===== config.mk =====
export PLATFORM = sky130hd
export DESIGN_NAME = poc_pwm_output_conditioning
export DESIGN_NICKNAME = d
export VERILOG_FILES = /design/src/hw/poc_pkg.sv /design/src/hw/poc_pwm_output_conditioning.sv
export SDC_FILE = /design/constraint.sdc
export NUM_CORES = 1
export LEC_CHECK = 0
export BUFFER_PORTS_ARGS = -buffer_cell sky130_fd_sc_hd__buf_2
export CORE_ASPECT_RATIO = 0.7
export CORE_MARGIN = 5
export CORE_UTILIZATION = 30
export DETAILED_ROUTE_END_ITERATION = 8
export PLACE_DENSITY = 0.57
export SKIP_LAST_GASP = 1
export SYNTH_ARGS = -nofsm -noshare
export SYNTH_HDL_FRONTEND = slang
export SYNTH_SLANG_ARGS = --single-unit

===== constraint.sdc =====
create_clock -name core_clk -period 8.4 [get_ports core_clk]
set_input_delay 0.84 -clock core_clk [delete_from_list [all_inputs] [get_ports core_clk]]
set_output_delay 0.84 -clock core_clk [all_outputs]
set_load 0.05 [all_outputs]

===== src/hw/poc_pkg.sv =====
// package for the pwm output conditioning block: register map, field layout, carriers
// assumes a 32-bit axi4-lite register bus and a three-phase timing unit upstream
package poc_pkg;

    localparam int ADDR_W = 12;
    localparam int DATA_W = 32;
    localparam int STRB_W = DATA_W / 8;
    localparam int MPW_W = 10;
    localparam int SEG_W = 9;
    localparam int CNT_W = 16;
    localparam int DIFF_W = CNT_W + 2;

    // register byte addresses
    localparam logic [ADDR_W-1:0] ADDR_MIN_PULSE = 12'h000;
    localparam logic [ADDR_W-1:0] ADDR_SEGMENT = 12'h004;
    localparam logic [ADDR_W-1:0] ADDR_STATUS = 12'h008;
    localparam logic [ADDR_W-1:0] ADDR_SEG_ACTIVE = 12'h00C;

    // reset values
    localparam logic [MPW_W-1:0] MPW_RST = 10'h000;
    localparam logic [SEG_W-1:0] SEG_RST = 9'h000;

    // segment register fields, phase a at the top, b and c below it
    localparam int XOVER_A_BIT = 8;
    localparam int DIS_A_LO_BIT = 5;
    localparam int DIS_A_HI_BIT = 4;
    localparam int DIS_STRIDE = 2;

    // system status fields
    localparam int STAT_POL_BIT = 2;
    localparam int STAT_HALF_BIT = 3;
    localparam int STAT_SR_BIT = 4;

    localparam logic [1:0] RESP_OKAY = 2'h0;
    localparam logic [1:0] RESP_SLVERR = 2'h2;

    // six gate signals of the three inverter legs
    typedef struct packed {
        logic a_hi;
        logic a_lo;
        logic b_hi;
        logic b_lo;
        logic c_hi;
        logic c_lo;
    } poc_gate_s;

    // duty, dead time and half period of the running half cycle
    typedef struct packed {
        logic [CNT_W-1:0] duty_phase_a;
        logic [CNT_W-1:0] duty_phase_b;
        logic [CNT_W-1:0] duty_phase_c;
        logic [CNT_W-1:0] dead_time_count;
        logic [CNT_W-1:0] half_period_count;
    } poc_timing_s;

endpackage : poc_pkg


===== src/hw/poc_pwm_output_conditioning.sv =====
// pwm output conditioning: pulse deletion, reluctance override, crossover,
// per-output disable and polarity, with an axi4-lite register slave.
// assumes timing-unit inputs synchronous to core_clk and held over each half cycle.
//
// The AXI4-Lite register port and the register addresses were chosen for this implementation.
module poc_pwm_output_conditioning (
    // clock, reset, enable
    input wire logic core_clk,
    input wire logic rst_n,
    input wire logic clk_en,
    // axi4-lite write address
    input wire logic s_axi_awvalid,
    output logic s_axi_awready,
    input wire logic [poc_pkg::ADDR_W-1:0] s_axi_awaddr,
    input wire logic [2:0] s_axi_awprot,
    // axi4-lite write data
    input wire logic s_axi_wvalid,
    output logic s_axi_wready,
    input wire logic [poc_pkg::DATA_W-1:0] s_axi_wdata,
    input wire logic [poc_pkg::STRB_W-1:0] s_axi_wstrb,
    // axi4-lite write response
    output logic s_axi_bvalid,
    input wire logic s_axi_bready,
    output logic [1:0] s_axi_bresp,
    // axi4-lite read address
    input wire logic s_axi_arvalid,
    output logic s_axi_arready,
    input wire logic [poc_pkg::ADDR_W-1:0] s_axi_araddr,
    input wire logic [2:0] s_axi_arprot,
    // axi4-lite read data
    output logic s_axi_rvalid,
    input wire logic s_axi_rready,
    output logic [poc_pkg::DATA_W-1:0] s_axi_rdata,
    output logic [1:0] s_axi_rresp,
    // timing unit
    input wire poc_pkg::poc_gate_s tu_gate_n,
    input wire poc_pkg::poc_timing_s tu_timing,
    input wire logic pwm_sync_pulse,
    input wire logic second_half,
    // pins
    input wire logic reluctance_select_n,
    input wire logic output_polarity_pin,
    // gate outputs
    output poc_pkg::poc_gate_s gate_out
);

    // gate path, one register deep:
    //   timing-unit levels -> deletion and reluctance override
    //   -> crossover -> per-pin disable -> polarity -> gate_q
    // register path: axi4-lite slave with fixed answers
    //   write answered two cycles after the later half is taken
    //   read answered the cycle after the address is taken

    // registers
    logic [poc_pkg::MPW_W-1:0] mpw_q;
    logic [poc_pkg::SEG_W-1:0] seg_pend_q;
    logic [poc_pkg::SEG_W-1:0] seg_act_q;
    logic sync_q;
    poc_pkg::poc_gate_s gate_q;

    // bus state
    // write address and data are parked until both are in,
    // then applied in one cycle and answered the next
    logic awready_q;
    logic wready_q;

    // parked write request
    logic aw_hold_q;
    logic w_hold_q;
    logic [poc_pkg::ADDR_W-1:0] waddr_q;
    logic [poc_pkg::DATA_W-1:0] wdata_q;
    logic [poc_pkg::STRB_W-1:0] wstrb_q;

    // write response
    logic bvalid_q;
    logic [1:0] bresp_q;

    // read path, one word in flight
    logic arready_q;
    logic rvalid_q;
    logic [poc_pkg::DATA_W-1:0] rdata_q;
    logic [1:0] rresp_q;

    // bus decode
    wire aw_hs = s_axi_awvalid & awready_q;
    wire w_hs = s_axi_wvalid & wready_q;
    wire ar_hs = s_axi_arvalid & arready_q;
    wire b_hs = bvalid_q & s_axi_bready;
    wire r_hs = rvalid_q & s_axi_rready;

    // a parked pair is applied once, while no response waits
    wire do_write = aw_hold_q & w_hold_q & ~bvalid_q;
    wire wr_mpw = do_write & (waddr_q == poc_pkg::ADDR_MIN_PULSE);
    wire wr_seg = do_write & (waddr_q == poc_pkg::ADDR_SEGMENT);

    // status and active copy accept writes but ignore them
    wire wr_ro = (waddr_q == poc_pkg::ADDR_STATUS) | (waddr_q == poc_pkg::ADDR_SEG_ACTIVE);
    // unmapped offsets answer with an error
    wire wr_ok =
        (waddr_q == poc_pkg::ADDR_MIN_PULSE) |
        (waddr_q == poc_pkg::ADDR_SEGMENT) |
        wr_ro;

    // byte-lane merge of write data
    // each strobe bit keeps or replaces one byte of the stored value
    logic [poc_pkg::DATA_W-1:0] strb_mask;
    always_comb begin
        for (int i = 0; i < poc_pkg::STRB_W; i++) begin
            strb_mask[i*8 +: 8] = {8{wstrb_q[i]}};
        end
    end
    wire [poc_pkg::DATA_W-1:0] mpw_merged =
        ({{(poc_pkg::DATA_W-poc_pkg::MPW_W){1'b0}}, mpw_q} & ~strb_mask) | (wdata_q & strb_mask);

    wire [poc_pkg::DATA_W-1:0] seg_merged =
        ({{(poc_pkg::DATA_W-poc_pkg::SEG_W){1'b0}}, seg_pend_q} & ~strb_mask)
        | (wdata_q & strb_mask);

    // status word: polarity, half cycle and reluctance pin levels
    // pins are read live, as they stand when the read address is taken
    wire [poc_pkg::DATA_W-1:0] status_word =
        ({{(poc_pkg::DATA_W-1){1'b0}}, output_polarity_pin} << poc_pkg::STAT_POL_BIT)
        | ({{(poc_pkg::DATA_W-1){1'b0}}, second_half} << poc_pkg::STAT_HALF_BIT)
        | ({{(poc_pkg::DATA_W-1){1'b0}}, reluctance_select_n} << poc_pkg::STAT_SR_BIT);

    // read selection
    wire rd_mpw = (s_axi_araddr == poc_pkg::ADDR_MIN_PULSE);
    wire rd_seg = (s_axi_araddr == poc_pkg::ADDR_SEGMENT);
    wire rd_stat = (s_axi_araddr == poc_pkg::ADDR_STATUS);
    wire rd_act = (s_axi_araddr == poc_pkg::ADDR_SEG_ACTIVE);
    wire rd_ok = rd_mpw | rd_seg | rd_stat | rd_act;

    // unmapped read offsets return zero with an error response
    wire [poc_pkg::DATA_W-1:0] rd_mux =
        ({poc_pkg::DATA_W{rd_mpw}} & {{(poc_pkg::DATA_W-poc_pkg::MPW_W){1'b0}}, mpw_q})
        | ({poc_pkg::DATA_W{rd_seg}} & {{(poc_pkg::DATA_W-poc_pkg::SEG_W){1'b0}}, seg_pend_q})
        | ({poc_pkg::DATA_W{rd_act}} & {{(poc_pkg::DATA_W-poc_pkg::SEG_W){1'b0}}, seg_act_q})
        | ({poc_pkg::DATA_W{rd_stat}} & status_word);

    // sync boundary; the timing unit also pulses sync at the midpoint in double update
    // sync is a level; only its rising edge counts, so a wide pulse
    // loads the active segment once
    wire sync_rise = pwm_sync_pulse & ~sync_q;

    // write address capture, in either order with the data
    always_ff @(posedge core_clk or negedge rst_n) begin
        if (!rst_n) begin
            awready_q <= 1'b1;
            aw_hold_q <= 1'b0;
            waddr_q <= '0;
        end else if (clk_en) begin
            if (aw_hs) begin
                awready_q <= 1'b0;
                aw_hold_q <= 1'b1;
                waddr_q <= s_axi_awaddr;
            end else if (do_write) begin
                aw_hold_q <= 1'b0;
            end else if (b_hs) begin
                awready_q <= 1'b1;
            end
        end
    end

    // write data capture, same life cycle as the address
    always_ff @(posedge core_clk or negedge rst_n) begin
        if (!rst_n) begin
            wready_q <= 1'b1;
            w_hold_q <= 1'b0;
            wdata_q <= '0;
            wstrb_q <= '0;
        end else if (clk_en) begin
            if (w_hs) begin
                wready_q <= 1'b0;
                w_hold_q <= 1'b1;
                wdata_q <= s_axi_wdata;
                wstrb_q <= s_axi_wstrb;
            end else if (do_write) begin
                w_hold_q <= 1'b0;
            end else if (b_hs) begin
                wready_q <= 1'b1;
            end
        end
    end

    // write response
    // bresp is settled with bvalid and holds until bready
    always_ff @(posedge core_clk or negedge rst_n) begin
        if (!rst_n) begin
            bvalid_q <= 1'b0;
            bresp_q <= poc_pkg::RESP_OKAY;
        end else if (clk_en) begin
            if (do_write) begin
                bvalid_q <= 1'b1;
                bresp_q <= wr_ok ? poc_pkg::RESP_OKAY : poc_pkg::RESP_SLVERR;
            end else if (b_hs) begin
                bvalid_q <= 1'b0;
            end
        end
    end

    // read channel
    // read data is captured with the address and stands until taken
    always_ff @(posedge core_clk or negedge rst_n) begin
        if (!rst_n) begin
            arready_q <= 1'b1;
            rvalid_q <= 1'b0;
            rdata_q <= '0;
            rresp_q <= poc_pkg::RESP_OKAY;
        end else if (clk_en) begin
            if (ar_hs) begin
                arready_q <= 1'b0;
                rvalid_q <= 1'b1;
                rdata_q <= rd_mux;
                rresp_q <= rd_ok ? poc_pkg::RESP_OKAY : poc_pkg::RESP_SLVERR;
            end else if (r_hs) begin
                arready_q <= 1'b1;
                rvalid_q <= 1'b0;
            end
        end
    end

    // software registers; no bit here selects reluctance mode
    // min width and pending segment take writes at once; the segment
    // reaches the outputs only through the sync-loaded active copy
    always_ff @(posedge core_clk or negedge rst_n) begin
        if (!rst_n) begin
            mpw_q <= poc_pkg::MPW_RST;
            seg_pend_q <= poc_pkg::SEG_RST;
        end else if (clk_en) begin
            if (wr_mpw) begin
                mpw_q <= mpw_merged[poc_pkg::MPW_W-1:0];
            end
            if (wr_seg) begin
                seg_pend_q <= seg_merged[poc_pkg::SEG_W-1:0];
            end
        end
    end

    // active segment loads only on a sync rising edge
    // a write and a sync rise in one cycle: the old pending value loads,
    // the new one waits for the next sync
    always_ff @(posedge core_clk or negedge rst_n) begin
        if (!rst_n) begin
            sync_q <= 1'b0;
            seg_act_q <= poc_pkg::SEG_RST;
        end else if (clk_en) begin
            sync_q <= pwm_sync_pulse;
            if (sync_rise) begin
                seg_act_q <= seg_pend_q;
            end
        end
    end

    // on-time check against minimum; returns {delete high, delete low}
    function automatic logic [1:0] poc_delete(
        input logic [poc_pkg::CNT_W-1:0] duty,
        input logic [poc_pkg::CNT_W-1:0] dead,
        input logic [poc_pkg::CNT_W-1:0] half,
        input logic [poc_pkg::MPW_W-1:0] mpw
    );
        logic signed [poc_pkg::DIFF_W-1:0] on_hi;
        logic signed [poc_pkg::DIFF_W-1:0] on_lo;
        logic signed [poc_pkg::DIFF_W-1:0] limit;
        // widened and signed so that dead time larger than duty
        // reads as a negative on-time and is deleted whenever the minimum width is non-zero
        on_hi = $signed({2'h0, duty}) - $signed({2'h0, dead});
        on_lo = $signed({2'h0, half}) - $signed({2'h0, duty}) - $signed({2'h0, dead});
        limit = $signed({{(poc_pkg::DIFF_W-poc_pkg::MPW_W){1'b0}}, mpw});

        // zero minimum width never deletes
        poc_delete[1] = (mpw != '0) && (on_hi < limit);
        poc_delete[0] = (mpw != '0) && (on_lo < limit);
    endfunction : poc_delete

    // per-phase arrays, index 0 = a, 1 = b, 2 = c
    // timing-unit signals are active low; flipped once to on-levels here
    logic [2:0] tu_hi_on;
    logic [2:0] tu_lo_on;
    logic [poc_pkg::CNT_W-1:0] duty_arr [3];
    assign tu_hi_on = ~{tu_gate_n.c_hi, tu_gate_n.b_hi, tu_gate_n.a_hi};
    assign tu_lo_on = ~{tu_gate_n.c_lo, tu_gate_n.b_lo, tu_gate_n.a_lo};
    assign duty_arr[0] = tu_timing.duty_phase_a;
    assign duty_arr[1] = tu_timing.duty_phase_b;
    assign duty_arr[2] = tu_timing.duty_phase_c;

    // pin levels per phase, after every stage
    logic [2:0] pin_hi;
    logic [2:0] pin_lo;

    // reluctance mode follows the pin only
    wire sr_mode = ~reluctance_select_n;

    for (genvar p = 0; p < 3; p++) begin : g_phase
        // stage 1: minimum pulse deletion on the timing-unit pair
        wire [1:0] del = poc_delete(duty_arr[p], tu_timing.dead_time_count,
                                    tu_timing.half_period_count, mpw_q);
        // deletion: high short wins, then low short
        wire hi_del = del[1] ? 1'b0 : (del[0] ? 1'b1 : tu_hi_on[p]);
        wire lo_del = del[1] ? 1'b1 : (del[0] ? 1'b0 : tu_lo_on[p]);

        // stage 2: reluctance override keeps the low side on
        wire lo_sr = lo_del | sr_mode;

        // stage 3: crossover swaps the pair before the pins
        wire xo = seg_act_q[poc_pkg::XOVER_A_BIT - p];
        wire hi_x = xo ? lo_sr : hi_del;
        wire lo_x = xo ? hi_del : lo_sr;

        // stage 4: disable acts on the pin, after crossover
        wire dis_hi = seg_act_q[poc_pkg::DIS_A_HI_BIT - poc_pkg::DIS_STRIDE * p];
        wire dis_lo = seg_act_q[poc_pkg::DIS_A_LO_BIT - poc_pkg::DIS_STRIDE * p];

        // stage 5: on level per polarity pin, off when disabled
        assign pin_hi[p] = (hi_x & ~dis_hi) ~^ output_polarity_pin;
        assign pin_lo[p] = (lo_x & ~dis_lo) ~^ output_polarity_pin;
    end

    poc_pkg::poc_gate_s gate_d;
    // pin levels back into the carrier, phase a first
    assign gate_d = '{
        a_hi: pin_hi[0],
        a_lo: pin_lo[0],
        b_hi: pin_hi[1],
        b_lo: pin_lo[1],
        c_hi: pin_hi[2],
        c_lo: pin_lo[2]
    };

    // gate pins leave straight from flops, one clock behind the inputs
    // reset level is 0, the off level only while polarity is high
    always_ff @(posedge core_clk or negedge rst_n) begin
        if (!rst_n) begin
            gate_q <= '0;
        end else if (clk_en) begin
            gate_q <= gate_d;
        end
    end

    // write channel outputs
    assign s_axi_awready = awready_q;
    assign s_axi_wready = wready_q;
    assign s_axi_bvalid = bvalid_q;
    assign s_axi_bresp = bresp_q;

    // read channel outputs
    assign s_axi_arready = arready_q;
    assign s_axi_rvalid = rvalid_q;
    assign s_axi_rdata = rdata_q;
    assign s_axi_rresp = rresp_q;

    // gate pins
    assign gate_out = gate_q;

endmodule : poc_pwm_output_conditioning


==> results_dict.tcl, run 1 <==
set metrics [dict create \
    dp_hpwl_um 31300 \
    worstPathArrival_ns 6.32 \
    placement_rows 60 \
    layout-area-overhead-vs-synth_pct 13.9 \
    finalCriticalPeriod_ns 6.05 \
    layout.core_utilization_pct 34.7 \
    p_leak_nw 6.40 \
    critical_path.max_fanout 5 \
    netlist_area_um2 11700 \
    placedInstanceArea_um2 13000 \
    yosysTopAreaCell "sky130_fd_sc_hd__ha_1" \
    timing.setup.tns_ns 0 \
    hp-start "s_axi_rdata[6]$_DFFE_PN0P_" \
    firstDrtPassIters 5 \
    use_met3_pct 1.40 \
    seq_area_um2 1960 \
    design_power_total_mw 1.90 \
    gp_congestion 0.861 \
    fillerInstances 4024 \
    fin_cells 2113 \
    grt_util_met1_pct 23.0 \
    share_of_the_cycle_needed_by_the_critical_path_after_routing_pct 72.0 \
    drt_wl_total_um 36400 \
    critical_path_class "in -> reg" \
    synth_most_common_cell "sky130_fd_sc_hd__ha_1" \
    yosysUniqueCellTypes 84 \
    number_of_sinks_on_the_clock_net 78 \
    die-area_um2 43200 \
    drtAntennaViolNets 0 \
    vias_per_cell 5.26 \
    worst-slew-pin-transition_ns 1.01 \
    yosysTopAreaCellShare_pct 21.1 \
    min-delay-path-class "reg -> reg" \
    antenna_violations_before_repair 3 \
    worst_clock_skew_ns 0.00516 \
    synth.area.top_cells "sky130_fd_sc_hd__ha_1 21%, sky130_fd_sc_hd__dfrtp_1 16%, sky130_fd_sc_hd__mux2_2 5.4%, sky130_fd_sc_hd__xnor2_1 5.2%, sky130_fd_sc_hd__inv_1 4.2%" \
    holdBufCountCts 0 \
    cts_buffers 9 \
    via_count_of_the_first_global_routing_pass 10586 \
    cp_data_required_time_ns 8.67 \
    clkTransAtPathRegs_ns 0.06 \
    core_region_area_um2 38500 \
    grt_overflow_total 0 \
    irDropWorstVdd_mv 0.0808 \
    clock_tree.htree_level_count 3 \
    timing.critical_path.max_delay_family "simple AND/OR/NAND/NOR gates" \
    ys_seq_area_share_pct 16.7 \
    cts_tree "built" \
    post_cts.resized_instances 0 \
    synth-main-ff-cell "sky130_fd_sc_hd__dfrtp_1" \
    post-cts-setup-buffer-count 0 \
    setup_ws_ns 2.35 \
    grt_use_met2_pct 26.3 \
    port_buffer_cells 156 \
    timing.hold.worst_path_depth 2 \
    multiInputGateArea_um2 9120 \
    netlist_instances 1427 \
    status "complete, no violations" \
    startpoint_type "input pin" \
    regToRegEndpoint "gate_out[5]$_DFFE_PN0P_" \
    finalHoldViolations 0 \
    hold-path-endpoint "s_axi_rdata[6]$_DFFE_PN0P_" \
    synth_enable_flop_cells 0 \
    critical_path_buf_inv_count 2 \
    slew_headroom_pct 33.0 \
    crit_path_end_kind "register" \
    setup_repair_after_global_routing_missed_its_margin "false" \
    dr_total_vias 11116 \
    grt_max_degree 79 \
    clock_tree.root_cell "sky130_fd_sc_hd__clkbuf_16" \
    wl_per_cell_um 17.2 \
    number_of_slew_limit_violations_in_the_final_report 0 \
    drive_above_1_share_pct 16.3 \
    post_synth_most_frequent_cells "198 x sky130_fd_sc_hd__ha_1, 132 x sky130_fd_sc_hd__inv_1, 115 x sky130_fd_sc_hd__nor2_1" \
    chipWidth_um 246 \
    crit_path_top_delay_cell "sky130_fd_sc_hd__fa_1" \
    worst_path_largest_cell_delay_ns 0.49 \
    yosysWarnings 0 \
    timing.max_cap.violations 0 \
    remaining_routing_drc_violations 0 \
    floorplan.initialDensity_pct 30.4 \
    report.final.setup_viol 0 \
    r2r_slack_ns 4.77 \
    async_set_reset_flop_share_out_of_synthesis_pct 100 \
    clock_path_buffers 2 \
    fin_nets 1951 \
    ios 211 \
    fin_hold_ws_ns 0.475 \
    reg2regPathDepth 13 \
    total_of_flip_flops_plus_latches_after_synthesis 78 \
    worst_skew_pair.late_latency_ns 0.34 \
    grt_usage_pct 16.0 \
    dp.cells 2096 \
    gr-max-usage-layer "met2" \
    grt_pass1_wl_um 55700 \
    power_density_nw_per_um2 143 \
    max_freq_mhz 165 \
    die_h_um 175 \
    avgSynthCellArea_um2 8.22 \
    design_area_um2 13300 \
    place_ws_ns 2.07 \
    first_iter_violations 714 \
]
-- worst max path at each step --
| stage | from | end | slack [ns] | cells after the start |
|---|---|---|---|---|
| after detailed placement | tu_timing[1] | gate_out[1]$_DFFE_PN0P_ | 2.07 | 25 |
| after global routing | tu_timing[65] | gate_out[5]$_DFFE_PN0P_ | 1.88 | 27 |
| final | tu_timing[1] | gate_out[0]$_DFFE_PN0P_ | 2.35 | 25 |
| after floorplan | tu_timing[0] | gate_out[0]$_DFFE_PN0P_ | 2.83 | 25 |
| after global placement | tu_timing[49] | gate_out[3]$_DFFE_PN0P_ | 2.16 | 25 |
| after CTS | tu_timing[49] | gate_out[2]$_DFFE_PN0P_ | 2.42 | 25 |
-- report_power, final --
group | internal (mW) | total, mW | switching [mW]
Combinational | 0.470 | 1.10 | 0.633
Clock | 0.261 | 0.418 | 0.157
Sequential | 0.380 | 0.382 | 0.00253
-- routing by layer --
layer	vias to the layer above	routed length, um
met3	43	1540
li1	5501	-
met5	-	13
met1	5319	17600
met4	2	759
met2	251	16400
-- layout make-up --
cell class                      count  share of cell area [%]
Multi-Input combinational cell   1202                    68.3
Tap cell                          527                    4.94
Sequential cell                    78                    14.6
Clock inverter                      7                   0.731
Inverter                          132                    3.71
Timing Repair Buffer              157                    5.92
Antenna cell                        1                  0.0187
Clock buffer                        9                    1.69
-- worst register-to-register path, delay by kind of cell, from the launching register on --
| family | cells | cell delay [ns] |
|---|---|---|
| compound gates | 7 | 1.58 |
| xor+xnor | 1 | 0.16 |
| fa+ha+maj | 1 | 0.34 |
| buf+inv | 1 | 0.36 |
| flops | 1 | 0.47 |
| mux | 1 | 0.28 |
| simple gates | 2 | 0.31 |
-- placed cells by master, fill, tap and decap left out, types with 22 or more instances in the layout --
cell type	Yosys	routed
sky130_fd_sc_hd__ha_1	198	198
sky130_fd_sc_hd__buf_2	1	155
sky130_fd_sc_hd__inv_1	132	132
sky130_fd_sc_hd__nor2_1	115	115
sky130_fd_sc_hd__a21oi_1	97	97
sky130_fd_sc_hd__nand2_1	94	94
sky130_fd_sc_hd__o21ai_0	90	90
sky130_fd_sc_hd__dfrtp_1	75	75
sky130_fd_sc_hd__xnor2_1	69	69
sky130_fd_sc_hd__mux2_2	56	56
sky130_fd_sc_hd__o21a_1	39	39
sky130_fd_sc_hd__nor2b_1	35	35
sky130_fd_sc_hd__nand3_1	26	26
sky130_fd_sc_hd__conb_1	1	24
sky130_fd_sc_hd__nor3_1	23	23
sky130_fd_sc_hd__a21o_1	22	22
-- cells by family after synthesis --
family                     after synthesis  synth area share [%]
buffers and inverters                  170                  6.25
adders and majority gates              207                  22.7
xor gates and xnor gates                84                  6.27
and+or+nand+nor                        398                  16.9
DFF                                     78                  16.7
AOI/OAI and AO/OA                      411                  23.6
muxes                                   78                  7.58
other                                    1                0.0320
Power figures use the tool's default switching activity.
==> run 2, diff against run 1 <==
--- a/config.mk
+++ b/config.mk
@@ -5,6 +5,7 @@
 export SDC_FILE = /design/constraint.sdc
 export NUM_CORES = 1
 export LEC_CHECK = 0
+export ABC_AREA = 1
 export BUFFER_PORTS_ARGS = -buffer_cell sky130_fd_sc_hd__buf_2
 export CORE_ASPECT_RATIO = 0.7
 export CORE_MARGIN = 5
==> constraint.sdc (replaced) <==
create_clock -name core_clk -period 6.26 [get_ports core_clk]
set_input_delay 0.626 -clock core_clk [delete_from_list [all_inputs] [get_ports core_clk]]
set_output_delay 0.626 -clock core_clk [all_outputs]
set_load 0.05 [all_outputs]
==> run 2 against run 1 <==
- via count is 20% higher
- global-route usage is 1.6 points higher
- sequential share of layout area is 1.1 points lower
- design area is 8.1% higher
- worst setup slack worse by 0.86 ns
- flip-flop and latch count stayed put
- clock power is 38% higher
- non-clock buffer count is 1 lower
- clock-buffer cell count stayed put
- worst hold slack worse by 0.0099 ns
- sequential power is 86% higher
- largest power group unchanged
==> results_dict.tcl, run 2 <==
set metrics [dict create \
    status "complete, no violations" \
    power.share.switching_pct 49.6 \
    synth.area.top_cells "sky130_fd_sc_hd__ha_1 19%, sky130_fd_sc_hd__nand2_1 19%, sky130_fd_sc_hd__dfrtp_1 15%, sky130_fd_sc_hd__inv_1 10%, sky130_fd_sc_hd__a21oi_1 6.0%" \
    share_seq_of_total_power_pct 20.1 \
    firstDrtPassIters 8 \
    clock_tree.root_cell "sky130_fd_sc_hd__clkbuf_16" \
    synth-main-ff-cell "sky130_fd_sc_hd__dfrtp_1" \
    dp.cells 2725 \
    yosysUniqueCellTypes 55 \
    wl_per_cell_um 15.9 \
    grt_overflow_total 0 \
    dr_total_vias 13352 \
    grt_usage_pct 17.6 \
    die-area_um2 46900 \
    worst_skew_pair.late_latency_ns 0.35 \
    cts_buffers 9 \
    drtAntennaViolNets 0 \
    antenna_violations_before_repair 9 \
    port_buffer_cells 156 \
    yosysTopAreaCellShare_pct 19.4 \
    pwr-share-clk_pct 16.3 \
    grt_pass1_wl_um 67200 \
    yosysWarnings 0 \
    holdBufCountCts 0 \
    crit_path_top_delay_cell "sky130_fd_sc_hd__o211ai_1" \
    grt_max_degree 79 \
    critical_path.startpoint "tu_timing[6]" \
    cellInternalPower_mw 1.78 \
    avgSynthCellArea_um2 6.30 \
    critical_path_class "in -> reg" \
    clkTransAtPathRegs_ns 0.07 \
    switching_power_mw 1.76 \
    synth_enable_flop_cells 0 \
    slew_headroom_pct 33.9 \
    drt_wl_total_um 43500 \
    setup_repair_after_global_routing_missed_its_margin "false" \
    worst-slew-pin-transition_ns 0.991 \
    async_set_reset_flop_share_out_of_synthesis_pct 100 \
    post_cts.resized_instances 0 \
    report.final.setup_viol 0 \
    netlist_instances 2030 \
    number_of_slew_limit_violations_in_the_final_report 0 \
    drive_above_1_share_pct 9.96 \
    share_of_the_cycle_needed_by_the_critical_path_after_routing_pct 76.3 \
    layout-area-overhead-vs-synth_pct 12.9 \
    gp_congestion 0.947 \
    chipWidth_um 257 \
    floorplan.initialDensity_pct 30.3 \
    clock_path_buffers 2 \
    worst_clock_skew_ns 0.0104 \
    clock_tree.htree_level_count 3 \
    fin_nets 2555 \
    number_of_sinks_on_the_clock_net 78 \
    post-cts-setup-buffer-count 0 \
    p_leak_nw 8.15 \
    final_common_cell "sky130_fd_sc_hd__nand2_1" \
    worst_path_largest_cell_delay_ns 0.43 \
    timing.setup.tns_ns 0 \
    power_density_nw_per_um2 245 \
    netlist_area_um2 12800 \
    mostFrequentLayoutCells "632 x sky130_fd_sc_hd__nand2_1, 342 x sky130_fd_sc_hd__inv_1, 198 x sky130_fd_sc_hd__ha_1" \
    yosysTopAreaCell "sky130_fd_sc_hd__ha_1" \
    crit_path_end_kind "register" \
    irDropWorstVdd_mv 0.151 \
    worstPathArrival_ns 5.00 \
    finalHoldViolations 0 \
    dp_hpwl_um 37000 \
    core_region_area_um2 42300 \
    via_count_of_the_first_global_routing_pass 12169 \
    min-delay-path-class "in -> async" \
    post_synth_most_frequent_cells "632 x sky130_fd_sc_hd__nand2_1, 342 x sky130_fd_sc_hd__inv_1, 198 x sky130_fd_sc_hd__ha_1" \
    cp_data_required_time_ns 6.49 \
    fillerInstances 4686 \
    critical_path.max_fanout 5 \
    synth_most_common_cell "sky130_fd_sc_hd__nand2_1" \
    first_iter_violations 1211 \
    startpoint_type "input pin" \
    vias_per_cell 4.87 \
    comb_power_share_pct 63.6 \
    total_of_flip_flops_plus_latches_after_synthesis 78 \
    cp_common_cell "sky130_fd_sc_hd__nand2_1" \
    die_h_um 183 \
    fin_cells 2742 \
    max_freq_mhz 209 \
    cts_tree "built" \
    remaining_routing_drc_violations 0 \
    ys_seq_area_share_pct 15.3 \
    timing.max_cap.violations 0 \
    placement_rows 63 \
    ios 211 \
    finalCriticalPeriod_ns 4.77 \
]
==> run 2: cell types whose count changed after synthesis, moves of 43 or more <==
| cell | previous run | this run |
|---|---|---|
| sky130_fd_sc_hd__a21oi_1 | 97 | 154 |
| sky130_fd_sc_hd__inv_1 | 132 | 342 |
| sky130_fd_sc_hd__mux2_2 | 56 | 13 |
| sky130_fd_sc_hd__nand2_1 | 94 | 632 |
| sky130_fd_sc_hd__nand3_1 | 26 | 108 |
| sky130_fd_sc_hd__xor2_1 | 15 | 62 |
==> run 2: per-layer routing <==
| layer | part of all wire [%] | up-vias | wire [um] | global-route usage, % |
|---|---|---|---|---|
| li1 | - | 6836 | - | - |
| met1 | 53 | 6025 | 22900 | 28.4 |
| met2 | 39 | 440 | 17200 | 25.5 |
| met3 | 6.5 | 39 | 2830 | 2.03 |
| met4 | 1.2 | 12 | 508 | 2.25 |
| met5 | 0.17 | - | 76 | 0 |
==> run 2: power by group through the flow <==
stage	Sequential [mW]	Combinational, mW	Clock, mW
2_1_floorplan	0.876	1.51	0
3_3_place_gp	0.717	2.16	0
3_5_place_dp	0.721	2.20	0
4_1_cts	0.712	2.22	0.590
5_1_grt	0.730	2.53	0.611
6_report	0.711	2.25	0.578
==> run 2: logic make-up after synthesis <==
group	Yosys count	share of synthesized area, %
AOI/OAI and AO/OA	297	13.0
xor gates and xnor gates	91	6.24
DFF	78	15.3
and+or+nand+nor	959	31.4
other	1	0.0293
adders and majority gates	207	20.8
buffers and inverters	384	12.1
muxes	13	1.15
==> run 2: cell type report <==
class | instances | area, um2 | area share (%)
diodes | 1 | 2.50 | 0.0173
clock buffers | 9 | 225 | 1.56
clock inverters | 7 | 106 | 0.737
inverters | 348 | 1310 | 9.05
multi-input cells | 1591 | 9360 | 64.9
flip-flops and latches | 78 | 1960 | 13.6
well taps | 552 | 691 | 4.79
repair buffers | 156 | 783 | 5.43
==> run 2: per-stage QoR <==
step / utilization [%] / power [mW] / hold WS, ns / instance area (um2) / worst slack (ns)
after floorplan: - / 2.38 / 0.330 / 12900 / 2.26
after global placement: 33.4 / 2.88 / 0.464 / 14100 / 1.34
after detailed placement: 33.4 / 2.92 / 0.473 / 14100 / 1.23
after CTS: 34.2 / 3.52 / 0.483 / 14400 / 1.57
after global routing: 34.2 / 3.87 / 0.508 / 14400 / 1.08
final: 34.2 / 3.54 / 0.465 / 14400 / 1.49
==> run 2: path summary, 6_finish.rpt <==
path | endpoint | slack, ns | cells after the start
min | aw_hold_q$_DFFE_PN0P_ | 0.46 | 1
max in group asynchronous | seg_act_q[7]$_DFFE_PN0P_ | 5.18 | 1
min reg2reg | gate_out[5]$_DFFE_PN0P_ | 0.48 | 2
min in group core_clk | gate_out[5]$_DFFE_PN0P_ | 0.48 | 2
max | gate_out[2]$_DFFE_PN0P_ | 1.49 | 29
max reg2reg | gate_out[1]$_DFFE_PN0P_ | 3.45 | 18
==> run 2: critical path, delay by kind of cell <==
family                     cells  cell delay, ns
and+or+nand+nor               17            1.87
AOI/OAI and AO/OA              6            1.24
adders and majority gates      2            0.77
buffers and inverters          3            0.29
xor gates and xnor gates       1            0.19
